File: src/design/gpioc_pkg.sv
// Constants, types and register map of the dual-port GPIO with change flag.
package gpioc_pkg;
   localparam int GPIOC_AW = 5;
   localparam logic [4:0] GPIOC_OFF_PA = 5'h00;
   localparam logic [4:0] GPIOC_OFF_PA_DIR = 5'h04;
   localparam logic [4:0] GPIOC_OFF_ACFG = 5'h08;
   localparam logic [4:0] GPIOC_OFF_PB = 5'h0C;
   localparam logic [4:0] GPIOC_OFF_PB_DIR = 5'h10;
   localparam logic [4:0] GPIOC_OFF_OPT = 5'h14;
   localparam logic [4:0] GPIOC_OFF_ICTL = 5'h18;
   localparam logic [7:0] GPIOC_RST_PA = 8'h00;
   localparam logic [7:0] GPIOC_RST_PA_DIR = 8'h1F;
   localparam logic [7:0] GPIOC_RST_ACFG = 8'h00;
   localparam logic [7:0] GPIOC_RST_PB = 8'h00;
   localparam logic [7:0] GPIOC_RST_PB_DIR = 8'hFF;
   localparam logic [7:0] GPIOC_RST_OPT = 8'hFF;
   localparam logic [7:0] GPIOC_RST_ICTL = 8'h00;
   localparam logic [7:0] GPIOC_PA_MASK = 8'h1F;
   localparam logic [7:0] GPIOC_ACFG_MASK = 8'h07;
   localparam logic [7:0] GPIOC_ICTL_MASK = 8'h09;
   localparam logic [31:0] GPIOC_UNMAPPED = 32'h0000_0000;
   localparam int GPIOC_OD_BIT = 4;
   localparam int GPIOC_PULLUP_N_BIT = 7;
   localparam int GPIOC_FLAG_BIT = 0;
   localparam int GPIOC_CHG_EN_BIT = 3;
   localparam logic [1:0] GPIOC_ACFG_DIGITAL = 2'h3;

   typedef struct packed {
      logic [GPIOC_AW-1:0] address;
      logic read;
      logic write;
      logic [31:0] writedata;
      logic [3:0] byteenable;
   } gpioc_req_s;

   typedef enum logic [0:0] {
      GPIOC_IDLE = 1'b0,
      GPIOC_DONE = 1'b1
   } gpioc_bus_e;
endpackage

File: src/design/gpioc_top.sv
// Dual-port GPIO with change-detect flag behind an Avalon-MM slave.
`timescale 1ns/1ps
module gpioc_top #(
   parameter int PA_W = 5,
   parameter int PB_W = 8
) (
   input wire logic clk,
   input wire logic resetn,
   input wire gpioc_pkg::gpioc_req_s avs_req,
   output logic [31:0] avs_readdata,
   output logic avs_waitrequest,
   input wire logic [PA_W-1:0] pa_in,
   output logic [PA_W-1:0] pa_out,
   output logic [PA_W-1:0] pa_oe,
   output logic [3:0] analog_sel,
   output logic timer_clk_in,
   input wire logic [PB_W-1:0] pb_in,
   output logic [PB_W-1:0] pb_out,
   output logic [PB_W-1:0] pb_oe,
   output logic [PB_W-1:0] pb_pullup_en,
   input wire logic [PB_W-1:0] periph_own,
   input wire logic [PB_W-1:0] periph_dir,
   input wire logic [PB_W-1:0] periph_out,
   output logic port_change_flag,
   output logic wake_req
);
   import gpioc_pkg::*;

   // Decodes the analog pin-select field: lower pins are analog unless set digital.
   function automatic logic [3:0] analog_mask(input logic [7:0] cfg);
      analog_mask = (cfg[2:1] == GPIOC_ACFG_DIGITAL) ? 4'h0 : 4'hF;
   endfunction

   gpioc_bus_e bus_q;
   gpioc_bus_e bus_d;
   logic [7:0] pa_latch_q;
   logic [7:0] pa_dir_q;
   logic [7:0] acfg_q;
   logic [7:0] pb_latch_q;
   logic [7:0] pb_dir_q;
   logic [7:0] opt_q;
   logic [7:0] ictl_q;
   logic [3:0] ref_q;
   logic [31:0] rdata_q;
   logic [31:0] rdata_d;
   logic [PA_W-1:0] pa_out_q;
   logic [PA_W-1:0] pa_oe_q;
   logic [3:0] asel_q;
   logic tclk_q;
   logic [PB_W-1:0] pb_out_q;
   logic [PB_W-1:0] pb_oe_q;
   logic [PB_W-1:0] pb_pu_q;
   logic flag_q;
   logic flag_d;
   logic wake_q;
   // Waitrequest has its own flop so the bus never sees a decode glitch on it.
   logic wait_q;
   wire [PA_W-1:0] pa_oe_d;
   wire [PA_W-1:0] pa_out_d;
   wire [PB_W-1:0] pb_oe_d;
   wire [PB_W-1:0] pb_out_d;
   wire [PB_W-1:0] pb_pu_d;

   wire req = avs_req.read | avs_req.write;
   wire finish = req & (bus_q == GPIOC_DONE);
   wire wr_done = finish & avs_req.write & avs_req.byteenable[0];
   wire rd_done = finish & avs_req.read;
   wire [4:0] addr = avs_req.address;
   wire [7:0] wbyte = avs_req.writedata[7:0];
   // A set upper lane narrows the write to the masked bits; others keep pin levels.
   wire [7:0] wmask = avs_req.byteenable[1] ? avs_req.writedata[15:8] : 8'hFF;
   wire [3:0] amask = analog_mask(acfg_q);
   // Analog-selected pins read back as zero on the digital path.
   wire [7:0] pa_pins = {3'h0, pa_in[4], pa_in[3:0] & ~amask};
   wire [7:0] pb_pins = pb_in;
   wire [7:0] pb_eff_dir = (periph_own & periph_dir) | (~periph_own & pb_dir_q);
   wire [7:0] pb_eff_out = (periph_own & periph_out) | (~periph_own & pb_latch_q);
   wire [3:0] watched = pb_eff_dir[7:4];
   wire mismatch = |((pb_pins[7:4] ^ ref_q) & watched);
   wire sel_pa = addr == GPIOC_OFF_PA;
   wire sel_pa_dir = addr == GPIOC_OFF_PA_DIR;
   wire sel_acfg = addr == GPIOC_OFF_ACFG;
   wire sel_pb = addr == GPIOC_OFF_PB;
   wire sel_pb_dir = addr == GPIOC_OFF_PB_DIR;
   wire sel_opt = addr == GPIOC_OFF_OPT;
   wire sel_ictl = addr == GPIOC_OFF_ICTL;
   wire flag_clr = wr_done & sel_ictl & ~wbyte[GPIOC_FLAG_BIT];
   wire [7:0] pa_rmw = (pa_pins & ~wmask) | (wbyte & wmask);
   wire [7:0] pb_rmw = (pb_pins & ~wmask) | (wbyte & wmask);

   assign bus_d = (req & (bus_q == GPIOC_IDLE)) ? GPIOC_DONE : GPIOC_IDLE;
   // The flag is sticky and a live mismatch outranks a clear in the same cycle.
   assign flag_d = mismatch | (flag_q & ~flag_clr);

   always_comb
   begin
      case (addr)
         GPIOC_OFF_PA: rdata_d = {24'h0, pa_pins & GPIOC_PA_MASK};
         GPIOC_OFF_PA_DIR: rdata_d = {24'h0, pa_dir_q & GPIOC_PA_MASK};
         GPIOC_OFF_ACFG: rdata_d = {24'h0, acfg_q & GPIOC_ACFG_MASK};
         GPIOC_OFF_PB: rdata_d = {24'h0, pb_pins};
         GPIOC_OFF_PB_DIR: rdata_d = {24'h0, pb_dir_q};
         GPIOC_OFF_OPT: rdata_d = {24'h0, opt_q};
         GPIOC_OFF_ICTL: rdata_d = {24'h0, ictl_q[7:1], flag_q};
         default: rdata_d = GPIOC_UNMAPPED;
      endcase
   end

   // Data is registered on the same edge that waitrequest drops, so it stands at the taking edge.
   always_ff @(posedge clk or negedge resetn)
   begin
      if (!resetn)
      begin
         bus_q <= GPIOC_IDLE;
         wait_q <= 1'b1;
         rdata_q <= 32'h0000_0000;
      end
      else
      begin
         bus_q <= bus_d;
         wait_q <= (bus_d != GPIOC_DONE);
         if (req && bus_q == GPIOC_IDLE)
         begin
            rdata_q <= rdata_d;
         end
      end
   end

   always_ff @(posedge clk or negedge resetn)
   begin
      if (!resetn)
      begin
         pa_latch_q <= GPIOC_RST_PA;
         pa_dir_q <= GPIOC_RST_PA_DIR;
         acfg_q <= GPIOC_RST_ACFG;
      end
      else if (wr_done)
      begin
         if (sel_pa)
         begin
            pa_latch_q <= pa_rmw & GPIOC_PA_MASK;
         end
         if (sel_pa_dir)
         begin
            pa_dir_q <= wbyte & GPIOC_PA_MASK;
         end
         if (sel_acfg)
         begin
            acfg_q <= wbyte & GPIOC_ACFG_MASK;
         end
      end
   end

   always_ff @(posedge clk or negedge resetn)
   begin
      if (!resetn)
      begin
         pb_latch_q <= GPIOC_RST_PB;
         pb_dir_q <= GPIOC_RST_PB_DIR;
         opt_q <= GPIOC_RST_OPT;
         ictl_q <= GPIOC_RST_ICTL;
      end
      else if (wr_done)
      begin
         if (sel_pb)
         begin
            pb_latch_q <= pb_rmw;
         end
         if (sel_pb_dir)
         begin
            pb_dir_q <= wbyte;
         end
         if (sel_opt)
         begin
            opt_q <= wbyte;
         end
         if (sel_ictl)
         begin
            ictl_q <= wbyte & GPIOC_ICTL_MASK;
         end
      end
   end

   // Every completed read of the second port refreshes the reference, which ends
   // the mismatch so that a clear can drop the sticky flag.
   always_ff @(posedge clk or negedge resetn)
   begin
      if (!resetn)
      begin
         ref_q <= 4'h0;
         flag_q <= 1'b0;
         wake_q <= 1'b0;
      end
      else
      begin
         if (rd_done && sel_pb)
         begin
            ref_q <= pb_pins[7:4];
         end
         flag_q <= flag_d;
         wake_q <= flag_d & ictl_q[GPIOC_CHG_EN_BIT];
      end
   end

   genvar gi;
   generate
      for (gi = 0; gi < 4; gi++)
      begin : g_pa_low
         assign pa_oe_d[gi] = ~pa_dir_q[gi];
         assign pa_out_d[gi] = pa_latch_q[gi];
      end
      for (gi = 0; gi < PB_W; gi++)
      begin : g_pb
         assign pb_oe_d[gi] = ~pb_eff_dir[gi];
         assign pb_out_d[gi] = pb_eff_out[gi];
         assign pb_pu_d[gi] = ~opt_q[GPIOC_PULLUP_N_BIT] & pb_eff_dir[gi];
      end
   endgenerate

   // The shared pin can only pull low; a latch one releases it to the pull-up.
   assign pa_oe_d[GPIOC_OD_BIT] = ~pa_dir_q[GPIOC_OD_BIT] & ~pa_latch_q[GPIOC_OD_BIT];
   assign pa_out_d[GPIOC_OD_BIT] = 1'b0;

   // One process owns every pin-side flop, so no vector has more than one writer.
   always_ff @(posedge clk or negedge resetn)
   begin
      if (!resetn)
      begin
         pa_oe_q <= {PA_W{1'b0}};
         pa_out_q <= {PA_W{1'b0}};
         asel_q <= 4'hF;
         tclk_q <= 1'b0;
         pb_oe_q <= {PB_W{1'b0}};
         pb_out_q <= {PB_W{1'b0}};
         pb_pu_q <= {PB_W{1'b0}};
      end
      else
      begin
         pa_oe_q <= pa_oe_d;
         pa_out_q <= pa_out_d;
         asel_q <= amask;
         tclk_q <= pa_in[GPIOC_OD_BIT];
         pb_oe_q <= pb_oe_d;
         pb_out_q <= pb_out_d;
         pb_pu_q <= pb_pu_d;
      end
   end

   assign avs_readdata = rdata_q;
   assign avs_waitrequest = wait_q;
   assign pa_out = pa_out_q;
   assign pa_oe = pa_oe_q;
   assign analog_sel = asel_q;
   assign timer_clk_in = tclk_q;
   assign pb_out = pb_out_q;
   assign pb_oe = pb_oe_q;
   assign pb_pullup_en = pb_pu_q;
   assign port_change_flag = flag_q;
   assign wake_req = wake_q;

   flag_set_a: assert property (@(posedge clk) disable iff (!resetn)
      mismatch |=> port_change_flag)
      else $error("mismatch did not set the change flag");

   flag_sticky_a: assert property (@(posedge clk) disable iff (!resetn)
      (port_change_flag && !flag_clr) |=> port_change_flag)
      else $error("change flag dropped without a clear");

   flag_clear_a: assert property (@(posedge clk) disable iff (!resetn)
      (flag_clr && !mismatch) |=> !port_change_flag)
      else $error("change flag not cleared");

   ref_capture_a: assert property (@(posedge clk) disable iff (!resetn)
      (rd_done && sel_pb) |=> ref_q == $past(pb_in[7:4]))
      else $error("reference not captured on second port read");

   bus_answer_a: assert property (@(posedge clk) disable iff (!resetn)
      (req && avs_waitrequest) |=> !avs_waitrequest ##1 avs_waitrequest)
      else $error("bus answer not exactly one cycle after request");

   od_pin_a: assert property (@(posedge clk) disable iff (!resetn)
      !pa_out[GPIOC_OD_BIT])
      else $error("open-drain pin driven high");

   pa_drive_a: assert property (@(posedge clk) disable iff (!resetn)
      1'b1 |=> pa_oe[3:0] == ~$past(pa_dir_q[3:0]) && pa_out[3:0] == $past(pa_latch_q[3:0]))
      else $error("first port drive does not follow direction");

   pullup_off_a: assert property (@(posedge clk) disable iff (!resetn)
      (pb_oe & pb_pullup_en) == 8'h00)
      else $error("pull-up on while pin drives");

   upper_zero_a: assert property (@(posedge clk) disable iff (!resetn)
      (rd_done && (sel_pa || sel_pa_dir || sel_acfg)) |-> avs_readdata[7:5] == 3'h0)
      else $error("unimplemented bits read nonzero");

   wake_a: assert property (@(posedge clk) disable iff (!resetn)
      (mismatch && ictl_q[GPIOC_CHG_EN_BIT]) |=> wake_req)
      else $error("enabled change did not raise wake");

   // Checks that start from reset use resetn as antecedent, so the release edge is skipped.
   pullup_en_a: assert property (@(posedge clk) disable iff (!resetn)
      resetn |=> pb_pullup_en == ({8{~$past(opt_q[GPIOC_PULLUP_N_BIT])}} & ~pb_oe))
      else $error("pull-ups do not follow the global control");

   analog_sel_a: assert property (@(posedge clk) disable iff (!resetn)
      resetn |=> analog_sel == (($past(acfg_q[2:1]) == GPIOC_ACFG_DIGITAL) ? 4'h0 : 4'hF))
      else $error("analog select does not follow the pin configuration");

   od_release_a: assert property (@(posedge clk) disable iff (!resetn)
      resetn |=> pa_oe[GPIOC_OD_BIT]
         == !($past(pa_dir_q[GPIOC_OD_BIT]) || $past(pa_latch_q[GPIOC_OD_BIT])))
      else $error("open-drain pin enable does not follow direction and latch");

   pb_drive_a: assert property (@(posedge clk) disable iff (!resetn)
      resetn |=> pb_oe == ~$past(pb_eff_dir) && pb_out == $past(pb_eff_out))
      else $error("second port drive does not follow direction or override");

   no_false_set_a: assert property (@(posedge clk) disable iff (!resetn)
      (!port_change_flag && !mismatch) |=> !port_change_flag)
      else $error("change flag set without a watched mismatch");

   pb_latch_a: assert property (@(posedge clk) disable iff (!resetn)
      (wr_done && sel_pb && !avs_req.byteenable[1]) |=> pb_latch_q == $past(wbyte))
      else $error("second port latch did not take the written byte");

   pa_latch_a: assert property (@(posedge clk) disable iff (!resetn)
      (wr_done && sel_pa && !avs_req.byteenable[1])
         |=> pa_latch_q == ($past(wbyte) & GPIOC_PA_MASK))
      else $error("first port latch did not take the masked byte");

   timer_clk_a: assert property (@(posedge clk) disable iff (!resetn)
      resetn |=> timer_clk_in == $past(pa_in[GPIOC_OD_BIT]))
      else $error("timer clock does not follow the shared pin");

   ref_hold_a: assert property (@(posedge clk) disable iff (!resetn)
      !(rd_done && sel_pb) |=> $stable(ref_q))
      else $error("reference changed without a second port read");

   wake_off_a: assert property (@(posedge clk) disable iff (!resetn)
      !ictl_q[GPIOC_CHG_EN_BIT] |=> !wake_req)
      else $error("wake raised while change wake is disabled");

   dir_write_a: assert property (@(posedge clk) disable iff (!resetn)
      (wr_done && sel_pa_dir) |=> pa_dir_q == ($past(wbyte) & GPIOC_PA_MASK))
      else $error("first port direction write not masked");

   acfg_write_a: assert property (@(posedge clk) disable iff (!resetn)
      (wr_done && sel_acfg) |=> acfg_q == ($past(wbyte) & GPIOC_ACFG_MASK))
      else $error("analog configuration write not masked");

   flag_read_a: assert property (@(posedge clk) disable iff (!resetn)
      (rd_done && sel_ictl) |-> avs_readdata[GPIOC_FLAG_BIT] == $past(port_change_flag))
      else $error("control read does not show the change flag");

   pb_read_a: assert property (@(posedge clk) disable iff (!resetn)
      (rd_done && sel_pb) |-> avs_readdata[7:0] == $past(pb_in))
      else $error("second port read does not return the pin levels");

   pa_read_a: assert property (@(posedge clk) disable iff (!resetn)
      (rd_done && sel_pa) |-> avs_readdata[3:0] == ($past(pa_in[3:0]) & ~$past(amask)))
      else $error("analog pins not read as zero");

   pb_dir_read_a: assert property (@(posedge clk) disable iff (!resetn)
      (rd_done && sel_pb_dir) |-> avs_readdata[7:0] == $past(pb_dir_q))
      else $error("direction read does not return the register");

   wait_idle_a: assert property (@(posedge clk) disable iff (!resetn)
      !req |=> avs_waitrequest)
      else $error("bus answered without a request");

   readdata_high_a: assert property (@(posedge clk) disable iff (!resetn)
      avs_readdata[31:8] == 24'h000000)
      else $error("read data upper bits not zero");
endmodule

File: config.mk
export PLATFORM = sky130hd
export DESIGN_NAME = gpioc_top
export DESIGN_NICKNAME = d
export VERILOG_FILES = /design/src/design/gpioc_pkg.sv /design/src/design/gpioc_top.sv
export SDC_FILE = /design/constraint.sdc
export NUM_CORES = 1
export LEC_CHECK = 0
export BUFFER_PORTS_ARGS = -buffer_cell sky130_fd_sc_hd__buf_2
export CAP_MARGIN = 10
export CORE_MARGIN = 10
export CORE_UTILIZATION = 45
export CTS_CLUSTER_DIAMETER = 40
export DETAILED_ROUTE_END_ITERATION = 8
export GPL_ROUTABILITY_DRIVEN = 1
export PLACE_DENSITY = 0.73
export SYNTH_ARGS = -nofsm -noshare
export SYNTH_HDL_FRONTEND = slang
export SYNTH_SLANG_ARGS = --single-unit
File: constraint.sdc
create_clock -name clk -period 2.8 [get_ports clk]
set_input_delay 0.7 -clock clk [delete_from_list [all_inputs] [get_ports clk]]
set_output_delay 0.7 -clock clk [all_outputs]
set_load 0.01 [all_outputs]
# Word-level counts from Yosys, hierarchy flattened

Index checks and enable logic that the tools add are counted.

Output and inout bits: 74
Logic and storage cells: 98
Input bits: 82
Bits in registers: 117

Reduce and logical (&&, ||, !) cells: 11
Bitwise gates (word level): 56
Equal/unequal tests: 7
Mux-type cells: 4

Operator list:

| cell                                                                  | count |
|---|---|
| 8-bit case mux with 7 select lines                                    | 1 |
| 8-bit bitwise AND                                                     | 6 |
| 8-bit bitwise OR                                                      | 3 |
| 1-bit inverter                                                        | 19 |
| 1-bit bitwise AND                                                     | 18 |
| 8-bit inverter                                                        | 2 |
| 5-bit equality test, second input constant                            | 3 |
| 2-bit AND reduction                                                   | 7 |
| 5-bit by 4-bit equality test with 1-bit output, second input constant | 2 |
| 4-bit bitwise AND                                                     | 2 |
| 8-bit 2-to-1 mux                                                      | 1 |
| 5-bit bitwise AND                                                     | 1 |
| 5-bit by 3-bit equality test with 1-bit output, second input constant | 1 |
| 5-bit logical NOT                                                     | 1 |
| 5-bit bitwise OR                                                      | 1 |
| 4-bit 2-to-1 mux                                                      | 1 |
| 4-bit inverter                                                        | 1 |
| 4-bit OR reduction                                                    | 1 |
| 4-bit XOR                                                             | 1 |
| 2-bit equality test, second input constant                            | 1 |
| 1-bit logical AND                                                     | 2 |
| 1-bit bitwise OR                                                      | 2 |
| 1-bit 2-to-1 mux                                                      | 1 |

# Depth between registers and ports, before layout

Depth in word-level cells: 10
Depth in mapped cells: 6
Depth with buffers taken out: 4

# Worst setup path after synthesis

Ideal clock, no wire load.

Path kind: in2reg
From: input avs_req[39] (netlist bit)
To: register wake_q (netlist: wake_req)
Arrival: 1.847 ns
Required time: 2.681 ns
Cell stages on the path: 4
Slack: 0.834 ns
Library setup time: 0.119 ns
Path buffers: 0
Cell sequence: or2_4 -> or4_1 -> a211o_1 -> and2_1

Word-level cells in the longest chain between the ends: 7

Ends and longest elaborated chain:

| element                         | line             | source |
|---|---|---|
| start, declared                 | gpioc_top.sv:9   | `input wire gpioc_pkg::gpioc_req_s avs_req,` |
| 5-bit equality test             | gpioc_top.sv:86  | `wire sel_ictl = addr == GPIOC_OFF_ICTL;` |
| 1-bit bitwise AND (2 in series) | gpioc_top.sv:87  | `wire flag_clr = wr_done & sel_ictl & ~wbyte[GPIOC_FLAG_BIT];` |
| 1-bit inverter                  | gpioc_top.sv:93  | `assign flag_d = mismatch \| (flag_q & ~flag_clr);` |
| 1-bit bitwise AND               | gpioc_top.sv:93  |  |
| 1-bit bitwise OR                | gpioc_top.sv:93  |  |
| net flag_d                      | gpioc_top.sv:54  | `logic flag_d;` |
| 1-bit bitwise AND               | gpioc_top.sv:201 | `wake_q <= flag_d & ictl_q[GPIOC_CHG_EN_BIT];` |
| end signal, assigned            | gpioc_top.sv:201 |  |
| end, declared                   | gpioc_top.sv:55  | `logic wake_q;` |

The timed path passes the listed nets, and every way through them passes these cells.
A chain may end at the register's enable or synchronous reset.

# Worst setup path in the final report

From: input avs_req[41] (netlist bit)
To: register wake_q (netlist: wake_req)

The elaborated chain is that of the path after synthesis.

==> out/metrics.csv <==
metric;value;unit
reg2reg_depth;3;
routedWlPerCell;18.4;um
r2r-start;bus_q;
grt_pass1_wl;16200;um
area_growth;20.5;%
placementRows;34;
rsz0062_at_grt;no;
skew;14.7;ps
cts_hold_buf;0;
clk_latency;360;ps
synth-seq-cells;89;
setup_viol;0;
dpl.hpwl;7900;um
setup_tns;0;ps
drt-total-wl;10400;um
clock_path_buffers;2;
cts_sinks;89;
syn_area;3980;um^2
slowest_stage;or4_1;
via_count;2926;
p_per_area;573;nW/um^2
io-pin-count;156;
hold_class;in2async;
cap_viol_max_count;0;
crit_chain;buf_2 -> nand2b_1 -> or4_1 -> a211o_1 -> and2_1;
final.setup.worst_slack;884;ps
gr-usage-all-layers;0.156;
max_freq;0.522;GHz
drive_gt1_frac;0.433;
place_area;4590;um^2
nNetsFinal;534;
vias_per_cell;5.18;
fin_area;4790;um^2
die_width;114;um
antenna_found_initial;0;
port_buffers;112;
fillers;797;
fin_crit;1920;ps
gp_congestion;0.895;
synth_edf_count;0;
clock_tree.root_cell;clkbuf_8;
dieArea;13000;um^2
dp_cells;549;
dr.pass1.iters;4;
path_class;in2reg;
cts_tree;built;
slew_headroom;0.633;
synth_warnings;0;
synth_cell_types;38;
path_clk_slew;90;ps
ys.flop_type;dfrtp_1;
cp_max_fo;17;
synthCells;335;
p_total;2.74;mW
worst_pin_slew;549;ps
async_flop_share;1.00;
run_status;finished clean;
finalCritPeriodShare;0.684;
synth_seq_area_share;0.567;
stdcell_count;565;
max_stage_delay;530;ps
whs;321;ps
postRouteAntennaNets;0;
slew_violations;0;
setup.worst_path.end_class;flip-flop;
hold_violations;0;
remaining_drc_errors;0;
grt_max_degree;49;
cts-resized-gates;0;
cts_made_buffers;9;
core-area;8680;um^2
worstPathArrival;2170;ps
diodes;0;
power_leakage;2.34;nW
die_y;114;um
syn_area_per_cell;11.9;um^2
vdd_drop_max;0.253;mV
grt-ovfl-total;0;
place_ws;539;ps
initial_core_util;0.459;
grt_pass1_vias;3118;
r2r_setup_slack;1090;ps
reg2reg_to;opt_q[4];
drt_iter0_markers;209;
crit_required;3060;ps
cts_setup_buffers;0;
cp-start-kind;input pin;
fin_util;0.552;
htreeDepth;3;
[synth_stat cells, drive strengths merged (3+ instances only)]
| master | instances | area [um^2] |
|---|---|---|
| mux2 | 38 | 428 |
| nand3 | 6 | 30.0 |
| clkbuf | 6 | 22.5 |
| dfstp | 23 | 604 |
| o22ai | 3 | 18.8 |
| a22o | 3 | 26.3 |
| buf | 32 | 230 |
| o21ai | 26 | 130 |
| a21oi | 5 | 25.0 |
| nand4 | 4 | 25.0 |
| nor3 | 4 | 20.0 |
| xnor2 | 4 | 35.0 |
| nor2b | 3 | 18.8 |
| nand2b | 10 | 62.6 |
| nor3b | 3 | 22.5 |
| nand2 | 26 | 97.6 |
| a22oi | 3 | 22.5 |
| and3 | 4 | 25.0 |
| nor2 | 16 | 62.6 |
| a32oi | 5 | 43.8 |
| dfrtp | 66 | 1650 |
| inv | 6 | 22.5 |
| mux2i | 24 | 240 |
[registers in the layout, indices dropped and copies added, names as in the netlist, 3 cells and up]
register,flops
pa_latch_q,5
acfg_q,3
pa_oe,5
pb_out,8
opt_q,8
pb_oe,8
avs_readdata,8
pb_pullup_en,8
pa_out,4
pa_dir_q,5
pb_latch_q,8
ref_q,4
pb_dir_q,8
[kinds of logic (layout without fill, tap and decap cells)]
family,Yosys count,in the layout,synth area share
other cells,1,25,0.000942
mux,62,62,0.168
buf+inv,44,142,0.0692
simple gates,84,84,0.107
xor+xnor,4,4,0.00880
flops,89,89,0.567
compound gates,51,51,0.0799
[layout make-up]
| class | instances | area (um^2) | share of cell area |
|---|---|---|---|
| clock buffers | 12 | 155 | 0.0324 |
| clock inverters | 4 | 51.3 | 0.0107 |
| inverters | 6 | 22.5 | 0.00470 |
| multi-input cells | 226 | 1540 | 0.321 |
| flip-flops and latches | 89 | 2260 | 0.471 |
| well taps | 108 | 135 | 0.0282 |
| repair buffers | 120 | 636 | 0.133 |
[worst max path at each step]
stage | from | end | slack (ps)
2_1_floorplan | avs_req[39] | wake_req | 830
3_3_place_gp | avs_req[41] | wake_req | 560
3_5_place_dp | avs_req[41] | wake_req | 540
4_1_cts | avs_req[41] | wake_req | 910
5_1_grt | avs_req[41] | wake_req | 810
6_report | avs_req[41] | wake_req | 880
[cells in the final DEF (no fill, tap or decap), types with 2 or more instances in the layout]
cell type,netlist,layout
buf_2,4,111
a22o_1,3,3
and3_1,4,4
o22ai_1,3,3
buf_4,28,8
conb_1,1,25
nand2_1,26,26
nor2b_1,3,3
a32oi_1,5,5
mux2_2,38,38
nand2b_1,10,10
a21oi_1,5,5
clkbuf_8,0,11
o21ai_0,26,26
nor3_1,4,4
mux2i_1,24,24
nand3b_1,2,2
xnor2_1,4,4
nor3b_1,3,3
dfrtp_1,66,66
inv_1,6,6
nor2_1,15,15
nand3_1,6,6
a22oi_1,3,3
a311oi_1,2,2
nand4_1,4,4
dfstp_2,23,23
[where the power goes]
part	total (mW)	switching, mW	internal [mW]
Clock	0.917	0.455	0.462
Combinational	0.371	0.208	0.163
Sequential	1.46	0.0522	1.41
Total	2.74	0.714	2.03
[per-layer routing]
metal,track usage,part of all wire,vias to the layer above
met5,0,0,-
met4,0.0668,0.017,0
met3,0.0551,0.093,13
met2,0.244,0.47,123
met1,0.191,0.42,1422
li1,-,-,1368
[critical path, delay by kind of cell]
kind	cells	cell delay, ps
AND/OR/NAND/NOR	3	860
buffers and inverters	1	290
AO/OA/AOI/OAI	1	320
No activity file was read; power rests on OpenSTA's default activity.
